$ cat src/core/tpq_cfg.svh
/*
  Constants of the three-phase PWM and quadrature timer: register
  offsets, control and status bit positions, reset values.
  Assumes inclusion by bare name from the package and design modules.
*/
`ifndef TPQ_CFG_SVH
`define TPQ_CFG_SVH

`define TPQ_AW              8
`define TPQ_OFF_CTRL        8'h00
`define TPQ_OFF_MAIN_CNT    8'h04
`define TPQ_OFF_OFFSET_CNT  8'h08
`define TPQ_OFF_PERIOD      8'h0C
`define TPQ_OFF_EDGE1       8'h10
`define TPQ_OFF_EDGE2       8'h14
`define TPQ_OFF_EDGE3       8'h18
`define TPQ_OFF_BUF1        8'h1C
`define TPQ_OFF_BUF2        8'h20
`define TPQ_OFF_BUF3        8'h24
`define TPQ_OFF_STATUS      8'h28
`define TPQ_OFF_QUAD_CNT    8'h2C
`define TPQ_OFF_QUAD_CMP_A  8'h30
`define TPQ_OFF_QUAD_CMP_B  8'h34
`define TPQ_OFF_QUAD_IRQ_EN 8'h38

`define TPQ_CTRL_MODE_LO    0
`define TPQ_CTRL_MODE_HI    1
`define TPQ_CTRL_BUF_EN     2
`define TPQ_CTRL_RUN_MAIN   3
`define TPQ_CTRL_RUN_OFFSET 4
`define TPQ_CTRL_QUAD_RUN   5
`define TPQ_CTRL_PHASE_MODE 6
`define TPQ_CTRL_OLS1       8
`define TPQ_CTRL_OLS23      9
`define TPQ_CTRL_CLR_LO     10
`define TPQ_CTRL_CLR_HI     11
`define TPQ_CTRL_PSC_LO     12
`define TPQ_CTRL_PSC_HI     13
`define TPQ_CTRL_MASK       16'h3F7F

`define TPQ_ST_MATCH_A      0
`define TPQ_ST_WRAP         1
`define TPQ_ST_QCMP_A       4
`define TPQ_ST_QCMP_B       5
`define TPQ_ST_QWRAP        6
`define TPQ_ST_QLO          4
`define TPQ_ST_QHI          6

`define TPQ_RST_CTRL        16'h0300
`define TPQ_RST_CNT         16'h0000
`define TPQ_RST_REG         16'hFFFF
`define TPQ_CNT_MAX         16'hFFFF
`define TPQ_CNT_ONE         16'h0001

`endif

$ cat src/core/tpq_pkg.sv
/*
  Types of the three-phase PWM and quadrature timer.
  Assumes tpq_cfg.svh on the include path.
*/
`include "tpq_cfg.svh"

package tpq_pkg;

  typedef enum logic [1:0] {
    TPQ_MODE_FREE  = 2'b00,
    TPQ_MODE_RSYNC = 2'b01,
    TPQ_MODE_COMP  = 2'b10,
    TPQ_MODE_RSVD  = 2'b11
  } tpq_mode_e;

  typedef enum logic [1:0] {
    TPQ_CLR_NONE = 2'b00,
    TPQ_CLR_CMPA = 2'b01,
    TPQ_CLR_CMPB = 2'b10,
    TPQ_CLR_RSVD = 2'b11
  } tpq_clr_e;

  typedef struct packed {
    logic p1;
    logic p1_n;
    logic p2;
    logic p2_n;
    logic p3;
    logic p3_n;
  } tpq_pwm_s;

  typedef struct packed {
    logic [1:0] sync1;
    logic [1:0] sync2;
    logic [1:0] prev;
    logic       up;
    logic       dn;
  } tpq_qdec_s;

  typedef struct packed {
    logic [15:0]      ctrl;
    logic [15:0]      main_cnt;
    logic [15:0]      off_cnt;
    logic [15:0]      period;
    logic [2:0][15:0] edge_r;
    logic [2:0][15:0] buf_r;
    logic [15:0]      quad_cnt;
    logic [15:0]      quad_cmp_a;
    logic [15:0]      quad_cmp_b;
    logic [2:0]       irq_en;
    logic [7:0]       status;
    logic             dir_down;
    logic [2:0]       pos_raw;
    logic [2:0]       neg_raw;
    tpq_pwm_s         pwm;
    logic [2:0]       presc;
    logic             quad_req;
    logic [31:0]      rdata;
  } tpq_state_s;

endpackage : tpq_pkg

$ cat src/core/tpq_quad_decoder.sv
/*
  Quadrature edge decoder: synchronises the two phase inputs and emits
  one-cycle up or down step pulses on every valid edge.
  Assumes phase inputs asynchronous to pclk, widths kept by the encoder.
*/
`timescale 1ns/1ns

module tpq_quad_decoder (
  input  wire logic pclk,      // System clock
  input  wire logic presetn,   // Async reset, active low
  input  wire logic ce,        // Clock enable
  input  wire logic quad_in_a, // Phase A pin
  input  wire logic quad_in_b, // Phase B pin
  output logic      step_up,   // Count up pulse
  output logic      step_dn    // Count down pulse
);

  tpq_pkg::tpq_qdec_s st_ff;
  tpq_pkg::tpq_qdec_s nxt_st;

  logic a;
  logic b;
  logic pa;
  logic pb;

  always_comb begin
    nxt_st       = st_ff;
    nxt_st.sync1 = {quad_in_a, quad_in_b};
    nxt_st.sync2 = st_ff.sync1;
    nxt_st.prev  = st_ff.sync2;
    a  = st_ff.sync2[1];
    b  = st_ff.sync2[0];
    pa = st_ff.prev[1];
    pb = st_ff.prev[0];
    // Both edges of both phases counted; double change ignored
    nxt_st.up = ((b & ~pb & ~a) | (a & ~pa & b) |
                 (~b & pb & a) | (~a & pa & ~b)) &
                ((a ^ pa) ^ (b ^ pb));
    nxt_st.dn = ((b & ~pb & a) | (a & ~pa & ~b) |
                 (~b & pb & ~a) | (~a & pa & b)) &
                ((a ^ pa) ^ (b ^ pb));
  end

  always_ff @(posedge pclk or negedge presetn) begin
    if (!presetn) begin
      st_ff <= '0;
    end else if (ce) begin
      st_ff <= nxt_st;
    end
  end

  assign step_up = st_ff.up;
  assign step_dn = st_ff.dn;

endmodule : tpq_quad_decoder

$ cat src/core/tpq_timer.sv
/*
  Three-phase PWM timer with a quadrature counter channel, APB slave.
  Holds control, counters, edge and buffer registers, status flags and
  the six phase outputs. Assumes one pclk domain and an APB master.
*/
// The APB register port and the placing of the registers were decided locally.
`timescale 1ns/1ns
`include "tpq_cfg.svh"

// Functional notes
// - Reset-sync mode drives three complementary output pairs
// - Reset-sync: main counts up, clears at period
// - Outputs toggle on own match and at clear
// - Reset-sync: offset counter runs detached from compares
// - Phase1 edge and second channel compares set edges
// - Complementary: both count up/down, turn at limits
// - Compare order main, offset, offset, main
// - Three phases from three edge register matches
// - Edge above period: no match, fixed duty
// - Match-A flag only on up-count period match
// - Offset wrap flag on complementary underflow, in other modes on overflow
// - Buffers copy at period match and underflow
// - Phase inputs clock quadrature counter, override prescale
// - Quadrature clear, compare, flags, enables still work
// - Count both edges of both phase inputs
// - Level select bits set output polarity
module tpq_timer (
  input  wire logic                 pclk,      // System clock
  input  wire logic                 presetn,   // Async reset, active low
  input  wire logic                 ce,        // Clock enable
  input  wire logic                 psel,      // APB select
  input  wire logic                 penable,   // APB enable
  input  wire logic                 pwrite,    // APB write
  input  wire logic [`TPQ_AW-1:0]   paddr,     // APB byte address
  input  wire logic [31:0]          pwdata,    // APB write data
  output logic      [31:0]          prdata,    // APB read data
  output logic                      pready,    // APB ready
  output logic                      pslverr,   // Unmapped address
  input  wire logic                 quad_in_a, // Encoder phase A
  input  wire logic                 quad_in_b, // Encoder phase B
  output tpq_pkg::tpq_pwm_s         pwm,       // Six phase outputs
  output logic                      quad_req   // Quad flag request
);

  tpq_pkg::tpq_state_s st_ff;
  tpq_pkg::tpq_state_s nxt_st;
  tpq_pkg::tpq_mode_e  mode;
  tpq_pkg::tpq_clr_e   clr_sel;

  logic        step_up;
  logic        step_dn;
  logic        wr_acc;
  logic        rd_setup;
  logic        addr_ok;
  logic [7:0]  set_vec;
  logic        xfer;
  logic        main_end;
  logic        step;
  logic        tick;
  logic        hit_a;
  logic        hit_b;
  logic [2:0]  psc_mask;
  logic [15:0] wdat;
  logic [31:0] rmux;

  tpq_quad_decoder u_qdec (
    .pclk      (pclk),
    .presetn   (presetn),
    .ce        (ce),
    .quad_in_a (quad_in_a),
    .quad_in_b (quad_in_b),
    .step_up   (step_up),
    .step_dn   (step_dn)
  );

  function automatic logic edge_hit(input logic [15:0] cnt,
                                    input logic [15:0] edg,
                                    input logic [15:0] per);
    return (cnt == edg) && (edg <= per);
  endfunction : edge_hit

  always_comb begin
    unique case (paddr)
      `TPQ_OFF_CTRL, `TPQ_OFF_MAIN_CNT, `TPQ_OFF_OFFSET_CNT,
      `TPQ_OFF_PERIOD, `TPQ_OFF_EDGE1, `TPQ_OFF_EDGE2, `TPQ_OFF_EDGE3,
      `TPQ_OFF_BUF1, `TPQ_OFF_BUF2, `TPQ_OFF_BUF3, `TPQ_OFF_STATUS,
      `TPQ_OFF_QUAD_CNT, `TPQ_OFF_QUAD_CMP_A, `TPQ_OFF_QUAD_CMP_B,
      `TPQ_OFF_QUAD_IRQ_EN: addr_ok = 1'b1;
      default:              addr_ok = 1'b0;
    endcase
  end

  always_comb begin
    rmux = 32'h0000_0000;
    unique case (paddr)
      `TPQ_OFF_CTRL:        rmux[15:0] = st_ff.ctrl;
      `TPQ_OFF_MAIN_CNT:    rmux[15:0] = st_ff.main_cnt;
      `TPQ_OFF_OFFSET_CNT:  rmux[15:0] = st_ff.off_cnt;
      `TPQ_OFF_PERIOD:      rmux[15:0] = st_ff.period;
      `TPQ_OFF_EDGE1:       rmux[15:0] = st_ff.edge_r[0];
      `TPQ_OFF_EDGE2:       rmux[15:0] = st_ff.edge_r[1];
      `TPQ_OFF_EDGE3:       rmux[15:0] = st_ff.edge_r[2];
      `TPQ_OFF_BUF1:        rmux[15:0] = st_ff.buf_r[0];
      `TPQ_OFF_BUF2:        rmux[15:0] = st_ff.buf_r[1];
      `TPQ_OFF_BUF3:        rmux[15:0] = st_ff.buf_r[2];
      `TPQ_OFF_STATUS:      rmux[7:0]  = st_ff.status;
      `TPQ_OFF_QUAD_CNT:    rmux[15:0] = st_ff.quad_cnt;
      `TPQ_OFF_QUAD_CMP_A:  rmux[15:0] = st_ff.quad_cmp_a;
      `TPQ_OFF_QUAD_CMP_B:  rmux[15:0] = st_ff.quad_cmp_b;
      `TPQ_OFF_QUAD_IRQ_EN: rmux[2:0]  = st_ff.irq_en;
      default:              rmux = 32'h0000_0000;
    endcase
  end

  always_comb begin
    nxt_st   = st_ff;
    set_vec  = 8'h00;
    xfer     = 1'b0;
    step     = 1'b0;
    tick     = 1'b0;
    hit_a    = 1'b0;
    hit_b    = 1'b0;
    psc_mask = 3'h0;
    wr_acc   = psel & penable & pwrite;
    rd_setup = psel & ~penable;
    wdat     = pwdata[15:0];
    mode     = tpq_pkg::tpq_mode_e'(
                 st_ff.ctrl[`TPQ_CTRL_MODE_HI:`TPQ_CTRL_MODE_LO]);
    clr_sel  = tpq_pkg::tpq_clr_e'(
                 st_ff.ctrl[`TPQ_CTRL_CLR_HI:`TPQ_CTRL_CLR_LO]);
    main_end = (st_ff.main_cnt == st_ff.period);

    // Main and offset counters by mode
    unique case (mode)
      tpq_pkg::TPQ_MODE_RSYNC: begin
        if (st_ff.ctrl[`TPQ_CTRL_RUN_MAIN]) begin
          if (main_end) begin
            nxt_st.main_cnt = `TPQ_RST_CNT;
            nxt_st.pos_raw  = ~st_ff.pos_raw;
            set_vec[`TPQ_ST_MATCH_A] = 1'b1;
            xfer = 1'b1;
          end else begin
            nxt_st.main_cnt = st_ff.main_cnt + `TPQ_CNT_ONE;
            for (int i = 0; i < 3; i++) begin
              if (edge_hit(st_ff.main_cnt, st_ff.edge_r[i],
                           st_ff.period)) begin
                nxt_st.pos_raw[i] = ~st_ff.pos_raw[i];
              end
            end
          end
        end
        nxt_st.neg_raw = ~nxt_st.pos_raw;
        if (st_ff.ctrl[`TPQ_CTRL_RUN_OFFSET]) begin
          nxt_st.off_cnt = st_ff.off_cnt + `TPQ_CNT_ONE;
          if (st_ff.off_cnt == `TPQ_CNT_MAX) begin
            set_vec[`TPQ_ST_WRAP] = 1'b1;
          end
        end
      end
      tpq_pkg::TPQ_MODE_COMP: begin
        if (st_ff.ctrl[`TPQ_CTRL_RUN_MAIN]) begin
          if (!st_ff.dir_down && main_end) begin
            nxt_st.dir_down = 1'b1;
            nxt_st.main_cnt = st_ff.main_cnt - `TPQ_CNT_ONE;
            nxt_st.off_cnt  = st_ff.off_cnt - `TPQ_CNT_ONE;
            set_vec[`TPQ_ST_MATCH_A] = 1'b1;
            xfer = 1'b1;
          end else if (st_ff.dir_down &&
                       st_ff.off_cnt == `TPQ_RST_CNT) begin
            nxt_st.dir_down = 1'b0;
            nxt_st.main_cnt = st_ff.main_cnt + `TPQ_CNT_ONE;
            nxt_st.off_cnt  = st_ff.off_cnt + `TPQ_CNT_ONE;
            set_vec[`TPQ_ST_WRAP] = 1'b1;
            xfer = 1'b1;
          end else if (st_ff.dir_down) begin
            nxt_st.main_cnt = st_ff.main_cnt - `TPQ_CNT_ONE;
            nxt_st.off_cnt  = st_ff.off_cnt - `TPQ_CNT_ONE;
          end else begin
            nxt_st.main_cnt = st_ff.main_cnt + `TPQ_CNT_ONE;
            nxt_st.off_cnt  = st_ff.off_cnt + `TPQ_CNT_ONE;
          end
          // Main ahead of offset gives the dead-time gap
          for (int i = 0; i < 3; i++) begin
            if (edge_hit(st_ff.main_cnt, st_ff.edge_r[i],
                         st_ff.period)) begin
              nxt_st.pos_raw[i] = st_ff.dir_down;
            end
            if (edge_hit(st_ff.off_cnt, st_ff.edge_r[i],
                         st_ff.period)) begin
              nxt_st.neg_raw[i] = ~st_ff.dir_down;
            end
          end
        end
      end
      default: begin
        // Free running up counters, no waveform
        if (st_ff.ctrl[`TPQ_CTRL_RUN_MAIN]) begin
          nxt_st.main_cnt = st_ff.main_cnt + `TPQ_CNT_ONE;
          if (main_end) begin
            set_vec[`TPQ_ST_MATCH_A] = 1'b1;
          end
        end
        if (st_ff.ctrl[`TPQ_CTRL_RUN_OFFSET]) begin
          nxt_st.off_cnt = st_ff.off_cnt + `TPQ_CNT_ONE;
          if (st_ff.off_cnt == `TPQ_CNT_MAX) begin
            set_vec[`TPQ_ST_WRAP] = 1'b1;
          end
        end
      end
    endcase

    if (xfer && st_ff.ctrl[`TPQ_CTRL_BUF_EN]) begin
      nxt_st.edge_r = st_ff.buf_r;
    end

    // Quadrature channel
    unique case (st_ff.ctrl[`TPQ_CTRL_PSC_HI:`TPQ_CTRL_PSC_LO])
      2'h0:    psc_mask = 3'h0;
      2'h1:    psc_mask = 3'h1;
      2'h2:    psc_mask = 3'h3;
      default: psc_mask = 3'h7;
    endcase
    if (st_ff.ctrl[`TPQ_CTRL_QUAD_RUN]) begin
      if (st_ff.ctrl[`TPQ_CTRL_PHASE_MODE]) begin
        step = step_up | step_dn;
      end else begin
        nxt_st.presc = st_ff.presc + 3'h1;
        tick = ((st_ff.presc & psc_mask) == psc_mask);
        step = tick;
      end
    end
    if (step) begin
      hit_a = (st_ff.quad_cnt == st_ff.quad_cmp_a);
      hit_b = (st_ff.quad_cnt == st_ff.quad_cmp_b);
      set_vec[`TPQ_ST_QCMP_A] = hit_a;
      set_vec[`TPQ_ST_QCMP_B] = hit_b;
      if ((clr_sel == tpq_pkg::TPQ_CLR_CMPA && hit_a) ||
          (clr_sel == tpq_pkg::TPQ_CLR_CMPB && hit_b)) begin
        nxt_st.quad_cnt = `TPQ_RST_CNT;
      end else if (st_ff.ctrl[`TPQ_CTRL_PHASE_MODE] && step_dn) begin
        nxt_st.quad_cnt = st_ff.quad_cnt - `TPQ_CNT_ONE;
        set_vec[`TPQ_ST_QWRAP] = (st_ff.quad_cnt == `TPQ_RST_CNT);
      end else begin
        nxt_st.quad_cnt = st_ff.quad_cnt + `TPQ_CNT_ONE;
        set_vec[`TPQ_ST_QWRAP] = (st_ff.quad_cnt == `TPQ_CNT_MAX);
      end
    end

    // Register writes take the access edge; they beat counting
    if (wr_acc) begin
      unique case (paddr)
        `TPQ_OFF_CTRL:        nxt_st.ctrl = wdat & `TPQ_CTRL_MASK;
        `TPQ_OFF_MAIN_CNT:    nxt_st.main_cnt = wdat;
        `TPQ_OFF_OFFSET_CNT:  nxt_st.off_cnt = wdat;
        `TPQ_OFF_PERIOD:      nxt_st.period = wdat;
        `TPQ_OFF_EDGE1:       nxt_st.edge_r[0] = wdat;
        `TPQ_OFF_EDGE2:       nxt_st.edge_r[1] = wdat;
        `TPQ_OFF_EDGE3:       nxt_st.edge_r[2] = wdat;
        `TPQ_OFF_BUF1:        nxt_st.buf_r[0] = wdat;
        `TPQ_OFF_BUF2:        nxt_st.buf_r[1] = wdat;
        `TPQ_OFF_BUF3:        nxt_st.buf_r[2] = wdat;
        `TPQ_OFF_QUAD_CNT:    nxt_st.quad_cnt = wdat;
        `TPQ_OFF_QUAD_CMP_A:  nxt_st.quad_cmp_a = wdat;
        `TPQ_OFF_QUAD_CMP_B:  nxt_st.quad_cmp_b = wdat;
        `TPQ_OFF_QUAD_IRQ_EN: nxt_st.irq_en = pwdata[2:0];
        default:              nxt_st.ctrl = nxt_st.ctrl;
      endcase
    end
    // Writing 0 clears a flag; a new event wins
    if (wr_acc && paddr == `TPQ_OFF_STATUS) begin
      nxt_st.status = (st_ff.status & pwdata[7:0]) | set_vec;
    end else begin
      nxt_st.status = st_ff.status | set_vec;
    end

    nxt_st.quad_req = |(nxt_st.status[`TPQ_ST_QHI:`TPQ_ST_QLO] &
                        nxt_st.irq_en);

    // Level select 1 passes the waveform, 0 inverts it
    nxt_st.pwm.p1   = nxt_st.pos_raw[0] ~^ nxt_st.ctrl[`TPQ_CTRL_OLS1];
    nxt_st.pwm.p1_n = nxt_st.neg_raw[0] ~^ nxt_st.ctrl[`TPQ_CTRL_OLS1];
    nxt_st.pwm.p2   = nxt_st.pos_raw[1] ~^ nxt_st.ctrl[`TPQ_CTRL_OLS23];
    nxt_st.pwm.p2_n = nxt_st.neg_raw[1] ~^ nxt_st.ctrl[`TPQ_CTRL_OLS23];
    nxt_st.pwm.p3   = nxt_st.pos_raw[2] ~^ nxt_st.ctrl[`TPQ_CTRL_OLS23];
    nxt_st.pwm.p3_n = nxt_st.neg_raw[2] ~^ nxt_st.ctrl[`TPQ_CTRL_OLS23];

    if (rd_setup) begin
      nxt_st.rdata = rmux;
    end
  end

  always_ff @(posedge pclk or negedge presetn) begin
    if (!presetn) begin
      st_ff            <= '0;
      st_ff.ctrl       <= `TPQ_RST_CTRL;
      st_ff.period     <= `TPQ_RST_REG;
      st_ff.edge_r     <= {3{`TPQ_RST_REG}};
      st_ff.buf_r      <= {3{`TPQ_RST_REG}};
      st_ff.quad_cmp_a <= `TPQ_RST_REG;
      st_ff.quad_cmp_b <= `TPQ_RST_REG;
      st_ff.pwm        <= '0;
    end else if (ce) begin
      st_ff <= nxt_st;
    end
  end

  assign pready   = psel & penable & ce;
  assign pslverr  = psel & penable & ce & ~addr_ok;
  assign prdata   = st_ff.rdata;
  assign pwm      = st_ff.pwm;
  assign quad_req = st_ff.quad_req;

endmodule : tpq_timer

$ cat config.mk
export PLATFORM = sky130hd
export DESIGN_NAME = tpq_timer
export DESIGN_NICKNAME = d
export VERILOG_FILES = /design/src/core/tpq_pkg.sv /design/src/core/tpq_quad_decoder.sv /design/src/core/tpq_timer.sv
export VERILOG_INCLUDE_DIRS = /design/src /design/src/core
export SDC_FILE = /design/constraint.sdc
export NUM_CORES = 1
export LEC_CHECK = 0
export BUFFER_PORTS_ARGS = -buffer_cell sky130_fd_sc_hd__buf_2
export CORE_MARGIN = 8
export CORE_UTILIZATION = 55
export CTS_CLUSTER_DIAMETER = 50
export DETAILED_ROUTE_END_ITERATION = 16
export PLACE_DENSITY = 0.73
export SETUP_SLACK_MARGIN = 0.3
export SLEW_MARGIN = 25
export SYNTH_ARGS = -nofsm -noshare
export SYNTH_HDL_FRONTEND = slang
export SYNTH_SLANG_ARGS = --single-unit
$ cat constraint.sdc
create_clock -name pclk -period 3.4 [get_ports pclk]
set_clock_uncertainty 0.2 [all_clocks]
set_input_delay 0.51 -clock pclk [delete_from_list [all_inputs] [get_ports pclk]]
set_output_delay 0.51 -clock pclk [all_outputs]
set_load 0.005 [all_outputs]
# Yosys cells after proc, flatten, opt, wreduce, memory -nomap -nowiden

Memories as Yosys holds them, arrays and structs flattened.
Index checks and enable logic that the tools add are counted.

Reductions and logical operators: 32
Multiplexer cells: 67
$lt $le $gt $ge: 3
Equal/unequal tests: 32
Bitwise logic cells: 53
Add/sub/neg operators: 7

Operators with widths:

| operator                | count |
|---|---|
| $mux W16                | 19 |
| $mux W205               | 1 |
| $eq A16 B16 Y1          | 9 |
| $mux W32                | 4 |
| $pmux W8 S13            | 1 |
| $pmux W5 S14            | 1 |
| $pmux W32 S2            | 1 |
| $eq A8 B6 Y1 const B    | 7 |
| $add A16 B1 Y16 const B | 3 |
| $le A16 B16 Y1          | 3 |
| $mux W48                | 1 |
| $sub A16 B1 Y16 const B | 3 |
| $pmux W3 S15            | 1 |
| $eq A16 B16 Y1 const B  | 2 |
| $eq A8 B5 Y1 const B    | 4 |
| $logic_not A16 Y1       | 2 |
| $mux W1                 | 25 |
| $reduce_and A3 Y1       | 8 |
| $and A1 B1 Y1           | 19 |
| $eq A8 B4 Y1 const B    | 2 |
| $or A8 B7 Y8            | 2 |
| $mux W3                 | 5 |
| $logic_and A1 B1 Y1     | 13 |
| $pmux W6 S2             | 1 |
| other kinds (26)        | 57 |

Flip-flop bits (word level): 257
ROM bits: 64
Memories kept: 1
Logic and storage cells: 228
Output and inout port bits: 41
Input bits: 48

Memory list:

| name            | words | bits a word | read ports | clocked after memory_dff | wr ports | line            | text |
|---|---|---|---|---|---|---|---|
| (no name shown) | 64    | 1           | 1          | 0                        | 0        | tpq_timer.sv:83 | `unique case (paddr)` |

# Longest topological paths before layout

Gate-level depths: netlist (run 1).

Word-level depth: 12
Gate-level depth with buffers: 12
Mapped depth without buffers: 11

# By module

A second synthesis (run 1) with hierarchy kept.

Cells, all modules: 2044
Area, all modules: 18805.5 µm²

By module, submodules not included:

| module           | area an instance (µm²) | cells an instance | times used |
|---|---|---|---|
| tpq_timer        | 18390.1                | 2005              | 1 |
| tpq_quad_decoder | 415.4                  | 39                | 1 |

# Worst setup path before layout (run 1)

OpenSTA, ideal clock, no wires.

Kind: flip-flop to flip-flop
From: register st_ff[215] in the netlist's numbering
To: register, netlist name pwm[3]
Path buffers: 0
Arrival: 2720 ps
Data required time: 3080 ps
Slack: 360 ps
Library setup time: 120 ps
Period minus slack after synthesis: 3040 ps
Cell stages (with the launch flop): 11
Path through: dfstp_2 > inv_1 > ha_1 > nand3_1 > or4_1 > nor3_1 > nand2_1 > nand2_1 > mux2_2 > a31o_2 > a31o_2

Word-level cells in the longest chain between the ends: 8
Elaborated cells between the ends (all ways): 11

Ends and longest elaborated chain:

| element                | line             | text |
|---|---|---|
| from (decl)            | tpq_timer.sv:45  | `tpq_pkg::tpq_state_s st_ff;` |
| from (signal assigned) | tpq_timer.sv:303 | `st_ff <= nxt_st;` |
| $le A16 B16 Y1         | tpq_timer.sv:79  | `return (cnt == edg) && (edg <= per);` |
| $logic_and A1 B1 Y1    | tpq_timer.sv:79  |  |
| $mux W1                | tpq_timer.sv:145 | `if (edge_hit(st_ff.main_cnt, st_ff.edge_r[i],` |
| $mux W3                | tpq_timer.sv:137 | `if (main_end) begin` |
| $mux W3                | tpq_timer.sv:136 | `` if (st_ff.ctrl[`TPQ_CTRL_RUN_MAIN]) begin `` |
| $mux W3                | tpq_timer.sv:134 | `unique case (mode)` |
| $pmux W6 S2 (*)        | tpq_timer.sv:134 |  |
| $xnor A1 B1 Y1 (*)     | tpq_timer.sv:282 | `` nxt_st.pwm.p2 = nxt_st.pos_raw[1] ~^ nxt_st.ctrl[`TPQ_CTRL_OLS23]; `` |

Every way passes the cells marked *; elsewhere a longest branch is shown, timed or not. The select of a mux whose other input is x is not followed.
A chain may end at the register's enable or synchronous reset.

# Final worst setup path (run 1)

From: register st_ff[210] in the netlist's numbering
To: register, netlist name pwm[4]

Word-level cells in the longest chain between the ends: 9
Elaborated cells between the ends (all ways): 13

Ends and longest elaborated chain:

| element             | line             | text |
|---|---|---|
| $le A16 B16 Y1      | tpq_timer.sv:79  |  |
| $logic_and A1 B1 Y1 | tpq_timer.sv:79  |  |
| $mux W1             | tpq_timer.sv:145 |  |
| $mux W3             | tpq_timer.sv:137 |  |
| $mux W3             | tpq_timer.sv:136 |  |
| $mux W3             | tpq_timer.sv:134 |  |
| $not A3 Y3          | tpq_timer.sv:152 | `nxt_st.neg_raw = ~nxt_st.pos_raw;` |
| $pmux W6 S2 (*)     | tpq_timer.sv:134 |  |
| $xnor A1 B1 Y1 (*)  | tpq_timer.sv:281 | `` nxt_st.pwm.p1_n = nxt_st.neg_raw[0] ~^ nxt_st.ctrl[`TPQ_CTRL_OLS1]; `` |

Marks and branches as above.

==> results of run 1 <==
[registers in the layout, summed over array words and instances (netlist names)]
signal          flops
u_qdec.pa           1
u_qdec.nxt_st       2
u_qdec.a            1
prdata             16
u_qdec.b            1
pwm                 6
mode                2
quad_req            1
st_ff             222
u_qdec.pb           1
u_qdec.step_dn      1
u_qdec.step_up      1
clr_sel             2
[metal layers]
| layer | vias to the layer above | part of all wire | GRT usage |
|---|---|---|---|
| met5 | - | 0.00014 | 0 |
| met4 | 2 | 0.086 | 0.252 |
| met3 | 417 | 0.11 | 0.0883 |
| met2 | 1356 | 0.43 | 0.545 |
| met1 | 9017 | 0.37 | 0.445 |
| li1 | 7910 | - | - |
[cell type report]
type                    count  share of cell area
diodes                      2            0.000223
clock buffers              48              0.0458
clock inverters            19             0.00786
inverters                  54             0.00914
multi-input cells        1582               0.517
flip-flops and latches    257               0.295
well taps                 455              0.0254
repair buffers            289              0.0996
[synth_stat cells (40+ instances only)]
cell / n
xor2_1: 121
buf_4: 41
mux2_2: 125
xnor2_1: 51
nand2_1: 179
nor2_1: 98
nor4_1: 41
nand3_1: 57
o21ai_0: 146
ha_1: 74
a22oi_1: 65
dfstp_2: 146
dfrtp_1: 111
nand4_1: 48
clkbuf_1: 128
mux2i_1: 40
inv_1: 51
a21oi_1: 83
a221oi_1: 44
[worst min path at each step]
stage | from | endpoint | slack (ps)
2_1_floorplan | presetn | clr_sel[0] | 10
3_3_place_gp | st_ff[35] | st_ff[35] | 260
3_5_place_dp | prdata[6] | prdata[6] | 260
4_1_cts | ce | st_ff[54] | 150
5_1_grt | ce | st_ff[54] | 210
6_report | ce | st_ff[54] | 170
[repair_timing]
action / CTS / global route
pin swaps: 19 / 38
gates cloned: 0 / 3
setup endpoints to repair: 50 / 81
buffers inserted: 6 / 10
gates resized for setup: 38 / 83
hold buffers: 3 / 0
hold endpoints to repair: 32 / 0
[power by group]
part           leakage, nW  internal (W)  total (W)  switching [W]
combinational         6.03      0.000707    0.00182        0.00112
clock                0.598       0.00226    0.00384        0.00158
sequential            2.88       0.00324    0.00349       0.000250
total                 9.51       0.00621    0.00915        0.00295
[through the flow]
step | hold slack, ps | total power (W) | instance area, um2 | utilization | setup slack, ps
2_1_floorplan | 14.4 | 0.00455 | 18900 | - | 360
3_3_place_gp | 256 | 0.00518 | 20500 | 0.601 | 0.252
3_5_place_dp | 261 | 0.00522 | 20500 | 0.601 | -24.4
4_1_cts | 146 | 0.00907 | 22000 | 0.644 | 160
5_1_grt | 211 | 0.00943 | 22400 | 0.658 | 106
6_report | 171 | 0.00915 | 22500 | 0.658 | 172
[kinds of logic after synthesis]
kind of cell / count (synthesis)
and+or+nand+nor: 585
AOI/OAI and AO/OA: 567
buffers and inverters: 260
DFF: 257
xor gates and xnor gates: 172
muxes: 166
adders and majority gates: 75
other: 1
[critical path, stage by stage, from the launching register on]
cell     delay [ps]
dfstp_2         530
inv_2            60
ha_4            250
nand4_1         190
nor4_1          310
buf_4           190
and3_4          210
a31oi_4          40
or4_4           500
a21oi_2         170
nor3_1           60
or4_1           390
==> out/qor.txt, run 1 <==
status: completed
Synth top area share: 0.203
Pre-antenna DRT Iters: 8
worst path required time: 3630 ps
fill count: 2,756
Yosys reg bits: 257
gr ovfl total: 0
Reg2Reg Depth: 11
cell area after synthesis: 18,900 um2
Bufs on Longest Clock Path: 3
Synth Area in Adders: 0.0502
total track usage: 0.359
Detail Route Antenna Nets: 0
R2R Setup Slk: 170 ps
Inst Count DP: 2,615
# DRC: 0
Post-layout nets: 2,344
Core Rows: 68
FF-to-FF Start: st_ff[210]
Area Overhead vs Synth: 19.0%
Max VDD drop: 0.000394 V
Core Region: 34,100 um2
distinct cell type count after synthesis: 84
RSZ-0062 raised after global routing: true
xor/xnor share of the synthesized area: 0.0799
CTS Root Cell: clkbuf_16
post-detail-place hpwl: 54.0 mm
Final Non-Filler Cells: 2,706
nature of the critical path endpoint: flop
share of cells above drive strength 1: 0.322
Max Cap Viol: 0
initial antenna violation count: 4
CTS Buf Count: 37
CTS tree: done
CTS sink cnt: 257
multiplexer share of the synthesized area: 0.0971
Synth area leader: dfstp_2
fmax: 310 MHz
maximum number of pins on one net before global-route repair: 97
H-tree levels: 2
worst path arrival time: 3460 ps
actual slew at the worst max-slew pin: 924 ps
die width: 201 um
CP max FO: 3
post-route minimum period: 3230 ps
WL final: 76.0 mm
Final Max Slew Viols: 0
vias in the first global route: 18.1k
Pleak: 9.51 nW
total negative slack: 0 ps
Synth area leaders: dfstp_2, dfrtp_1, mux2_2
Post-Synth Simple-Gate Area: 0.159
placer congestion estimate: 1.05
largest family of logic cells by synthesized area: compound AO/OA/AOI/OAI gates
Synth Area in Compound Gates: 0.199
die height: 201 um
Post-Syn Area per Cell: 9.05 um2
# setup viols final: 0
Initial DRC Count: 2,333
hold crit path type: primary input to flop
sequential area share after synthesis: 0.351
Synth Flop Type: dfstp_2
hold path depth: 2
Slew headroom: 0.384
Post-Syn Instances: 2,083
Post-synth EDFFs: 0
Register Area: 6620 um2
Avg WL per Cell: 28.1 um
post-synthesis async set-or-reset flop share: 1.00
IO buf count: 56
commonest cells after routing, fill and taps aside: buf_4, nand2_1, dfstp_2
clock-pin slew on the worst setup and hold paths: 60 ps
worst setup path endpoint: pwm[4]
Initial Utilization: 0.553
Synth Warn #: 0
Final period util: 0.949
Fin. Hold Viols: 0
num ports: 89
Critical Path Start Type: flop
first-pass GRT wire length: 112 mm
end of the worst register-to-register path: pwm[4]
Die ar.: 40,500 um2
Clock Latency Late Sink: 560 ps
Critical path origin: st_ff[210]
PwrDens: 408 nW/um2
area of the multi-input gates: 11,600 um2
leading cell type in the layout, fill and taps excluded: buf_4
critical path class: flop to flop
Via density: 6.91
via count: 18.7k
No activity file was read; power rests on OpenSTA's default activity.
==> inputs of run 2 (changes only) <==
==> constraint.sdc (replaced) <==
create_clock -name pclk -period 3.4 [get_ports pclk]
set_clock_uncertainty 0.2 [all_clocks]
set_input_delay 0.17 -clock pclk [delete_from_list [all_inputs] [get_ports pclk]]
set_output_delay 0.17 -clock pclk [all_outputs]
set_load 0.005 [all_outputs]
==> run 2 against run 1 <==
Utilization up 1.1 points. Non-clock buffer count up 5. Wire length up 0.44%. Sequential cell count unchanged. Final cell count up 0.22%. Highest routed layer unchanged. Register-to-register slack better by 40 ps. Global-route usage up 0.35 points. Sequential power about the same. First-iteration DRC count down 7.1%. Maximum frequency up 1.3%.
==> out/qor.txt, run 2 (synthesis results as in run 1) <==
status: completed
Detail Route Antenna Nets: 0
CP max FO: 4
CTS tree: done
commonest cells after routing, fill and taps aside: buf_4, nand2_1, dfstp_2
Via density: 6.88
Worst Hold Path EP: prdata[14]
Largest Register: st_ff
Slew headroom: 0.364
post-detail-place hpwl: 53.8 mm
PwrDens: 429 nW/um2
CTS Buf Count: 38
die height: 201 um
GRT met3 Usage: 0.0868
CTS sink cnt: 257
Critical path origin: st_ff[169]
critical path class: flop to flop
end of the worst register-to-register path: pwm[4]
met2 usage: 0.551
# DRC: 0
worst path arrival time: 3410 ps
# setup viols final: 0
placer congestion estimate: 1.02
Final period util: 0.937
Final Power: 0.00980 W
total track usage: 0.362
Core Rows: 68
Post-layout nets: 2,349
FF-to-FF Start: st_ff[169]
maximum number of pins on one net before global-route repair: 86
met1 Track Usage GR: 0.447
worst path required time: 3630 ps
Area Overhead vs Synth: 21.1%
initial antenna violation count: 2
IO buf count: 56
Die ar.: 40,500 um2
Bufs on Longest Clock Path: 3
Core Region: 34,100 um2
Fin. Hold Viols: 0
hold crit path type: primary input to flop
Avg WL per Cell: 28.1 um
share of cells above drive strength 1: 0.324
leading cell type in the layout, fill and taps excluded: buf_4
RSZ-0062 raised after global routing: true
nature of the critical path endpoint: flop
via count: 18.7k
Final Max Slew Viols: 0
H-tree levels: 2
placed cell areas: 20,300 um2
R2R Setup Slk: 210 ps
vias in the first global route: 18.3k
actual slew at the worst max-slew pin: 951 ps
Design Area, Final: 22,800 um2
max reg flops: 222
Max Cap Viol: 0
Max VDD drop: 0.000487 V
fmax: 314 MHz
clock-pin slew on the worst setup and hold paths: 60 ps
hold path depth: 6
first-pass GRT wire length: 113 mm
WL final: 76.3 mm
post-route minimum period: 3190 ps
Pre-antenna DRT Iters: 6
Initial Utilization: 0.553
Clock Latency Late Sink: 570 ps
Initial DRC Count: 2,168
Pleak: 9.55 nW
Critical Path Start Type: flop
Reg2Reg Depth: 8
CTS Root Cell: clkbuf_16
Core Util, Final: 0.669
worst hold slack: 29.2 ps
gr ovfl total: 0
die width: 201 um
fill count: 2,675
num ports: 89
Top Usage Layer GRT: met2
worst hold start: psel
==> run 2: cell types whose count changed in the layout (fill, tap and decap cells not counted), sizes merged <==
cell	before	now
buf	285	268
bufinv	1	7
clkbuf	49	53
clkinv	8	9
dlygate4sd3	3	25
inv	63	54
mux2i	42	41
==> run 2: cell type report <==
| type | count | area (um2) | area share |
|---|---|---|---|
| Timing Repair Buffer | 294 | 2310 | 0.101 |
| Antenna cell | 2 | 5.00 | 0.000219 |
| Tap cell | 455 | 569 | 0.0249 |
| Multi-Input combinational cell | 1581 | 11700 | 0.514 |
| Clock buffer | 52 | 1090 | 0.0479 |
| Sequential cell | 257 | 6620 | 0.290 |
| Inverter | 54 | 208 | 0.00909 |
| Clock inverter | 17 | 300 | 0.0131 |
==> run 2: critical path, cell delays in order (launching register included) <==
cell     delay (ps)
dfstp_2         590
buf_4           170
xor2_1           80
nor4_1          480
nand4_1         380
or4_4           530
a21oi_4         160
nor3_1           50
or4_1           390
==> run 2: repair_timing <==
item	4_1_cts	5_1_grt
hold buffers	25	0
resized for setup	64	74
setup endpoints to repair	71	79
pin swaps	19	26
gates cloned	0	1
endpoints found under the hold margin	267	0
buffers inserted	11	15
==> run 2: stage by stage <==
step	TNS (ps)	std cells	setup WS [ps]
finish	0	2712	213
floorplan	0	2098	360
global route	0	2710	172
global placement	-91.1	2589	-91.1
CTS	0	2694	240
detailed placement	-61.6	2589	-49.3
==> run 2: worst max-delay path by stage <==
| stage | end | slack (ps) | cells past startpoint |
|---|---|---|---|
| after floorplan | pwm[3] | 360 | 10 |
| after global placement | pwm[4] | -90 | 10 |
| after detailed placement | pwm[4] | -50 | 10 |
| after global routing | st_ff[245] | 170 | 9 |
| after CTS | pwm[4] | 240 | 11 |
| final | pwm[4] | 210 | 8 |
==> run 2: report_power, final <==
part | total [W] | switching [W] | leakage, nW | internal (W)
Clock | 0.00438 | 0.00158 | 0.683 | 0.00280
Combinational | 0.00191 | 0.00114 | 5.99 | 0.000768
Sequential | 0.00351 | 0.000267 | 2.88 | 0.00324
==> run 2: layer usage <==
| layer | part of all wire | vias to the layer above |
|---|---|---|
| met5 | 0.00017 | - |
| met4 | 0.082 | 2 |
| met3 | 0.11 | 368 |
| met2 | 0.44 | 1376 |
| met1 | 0.37 | 8989 |
| li1 | - | 7917 |
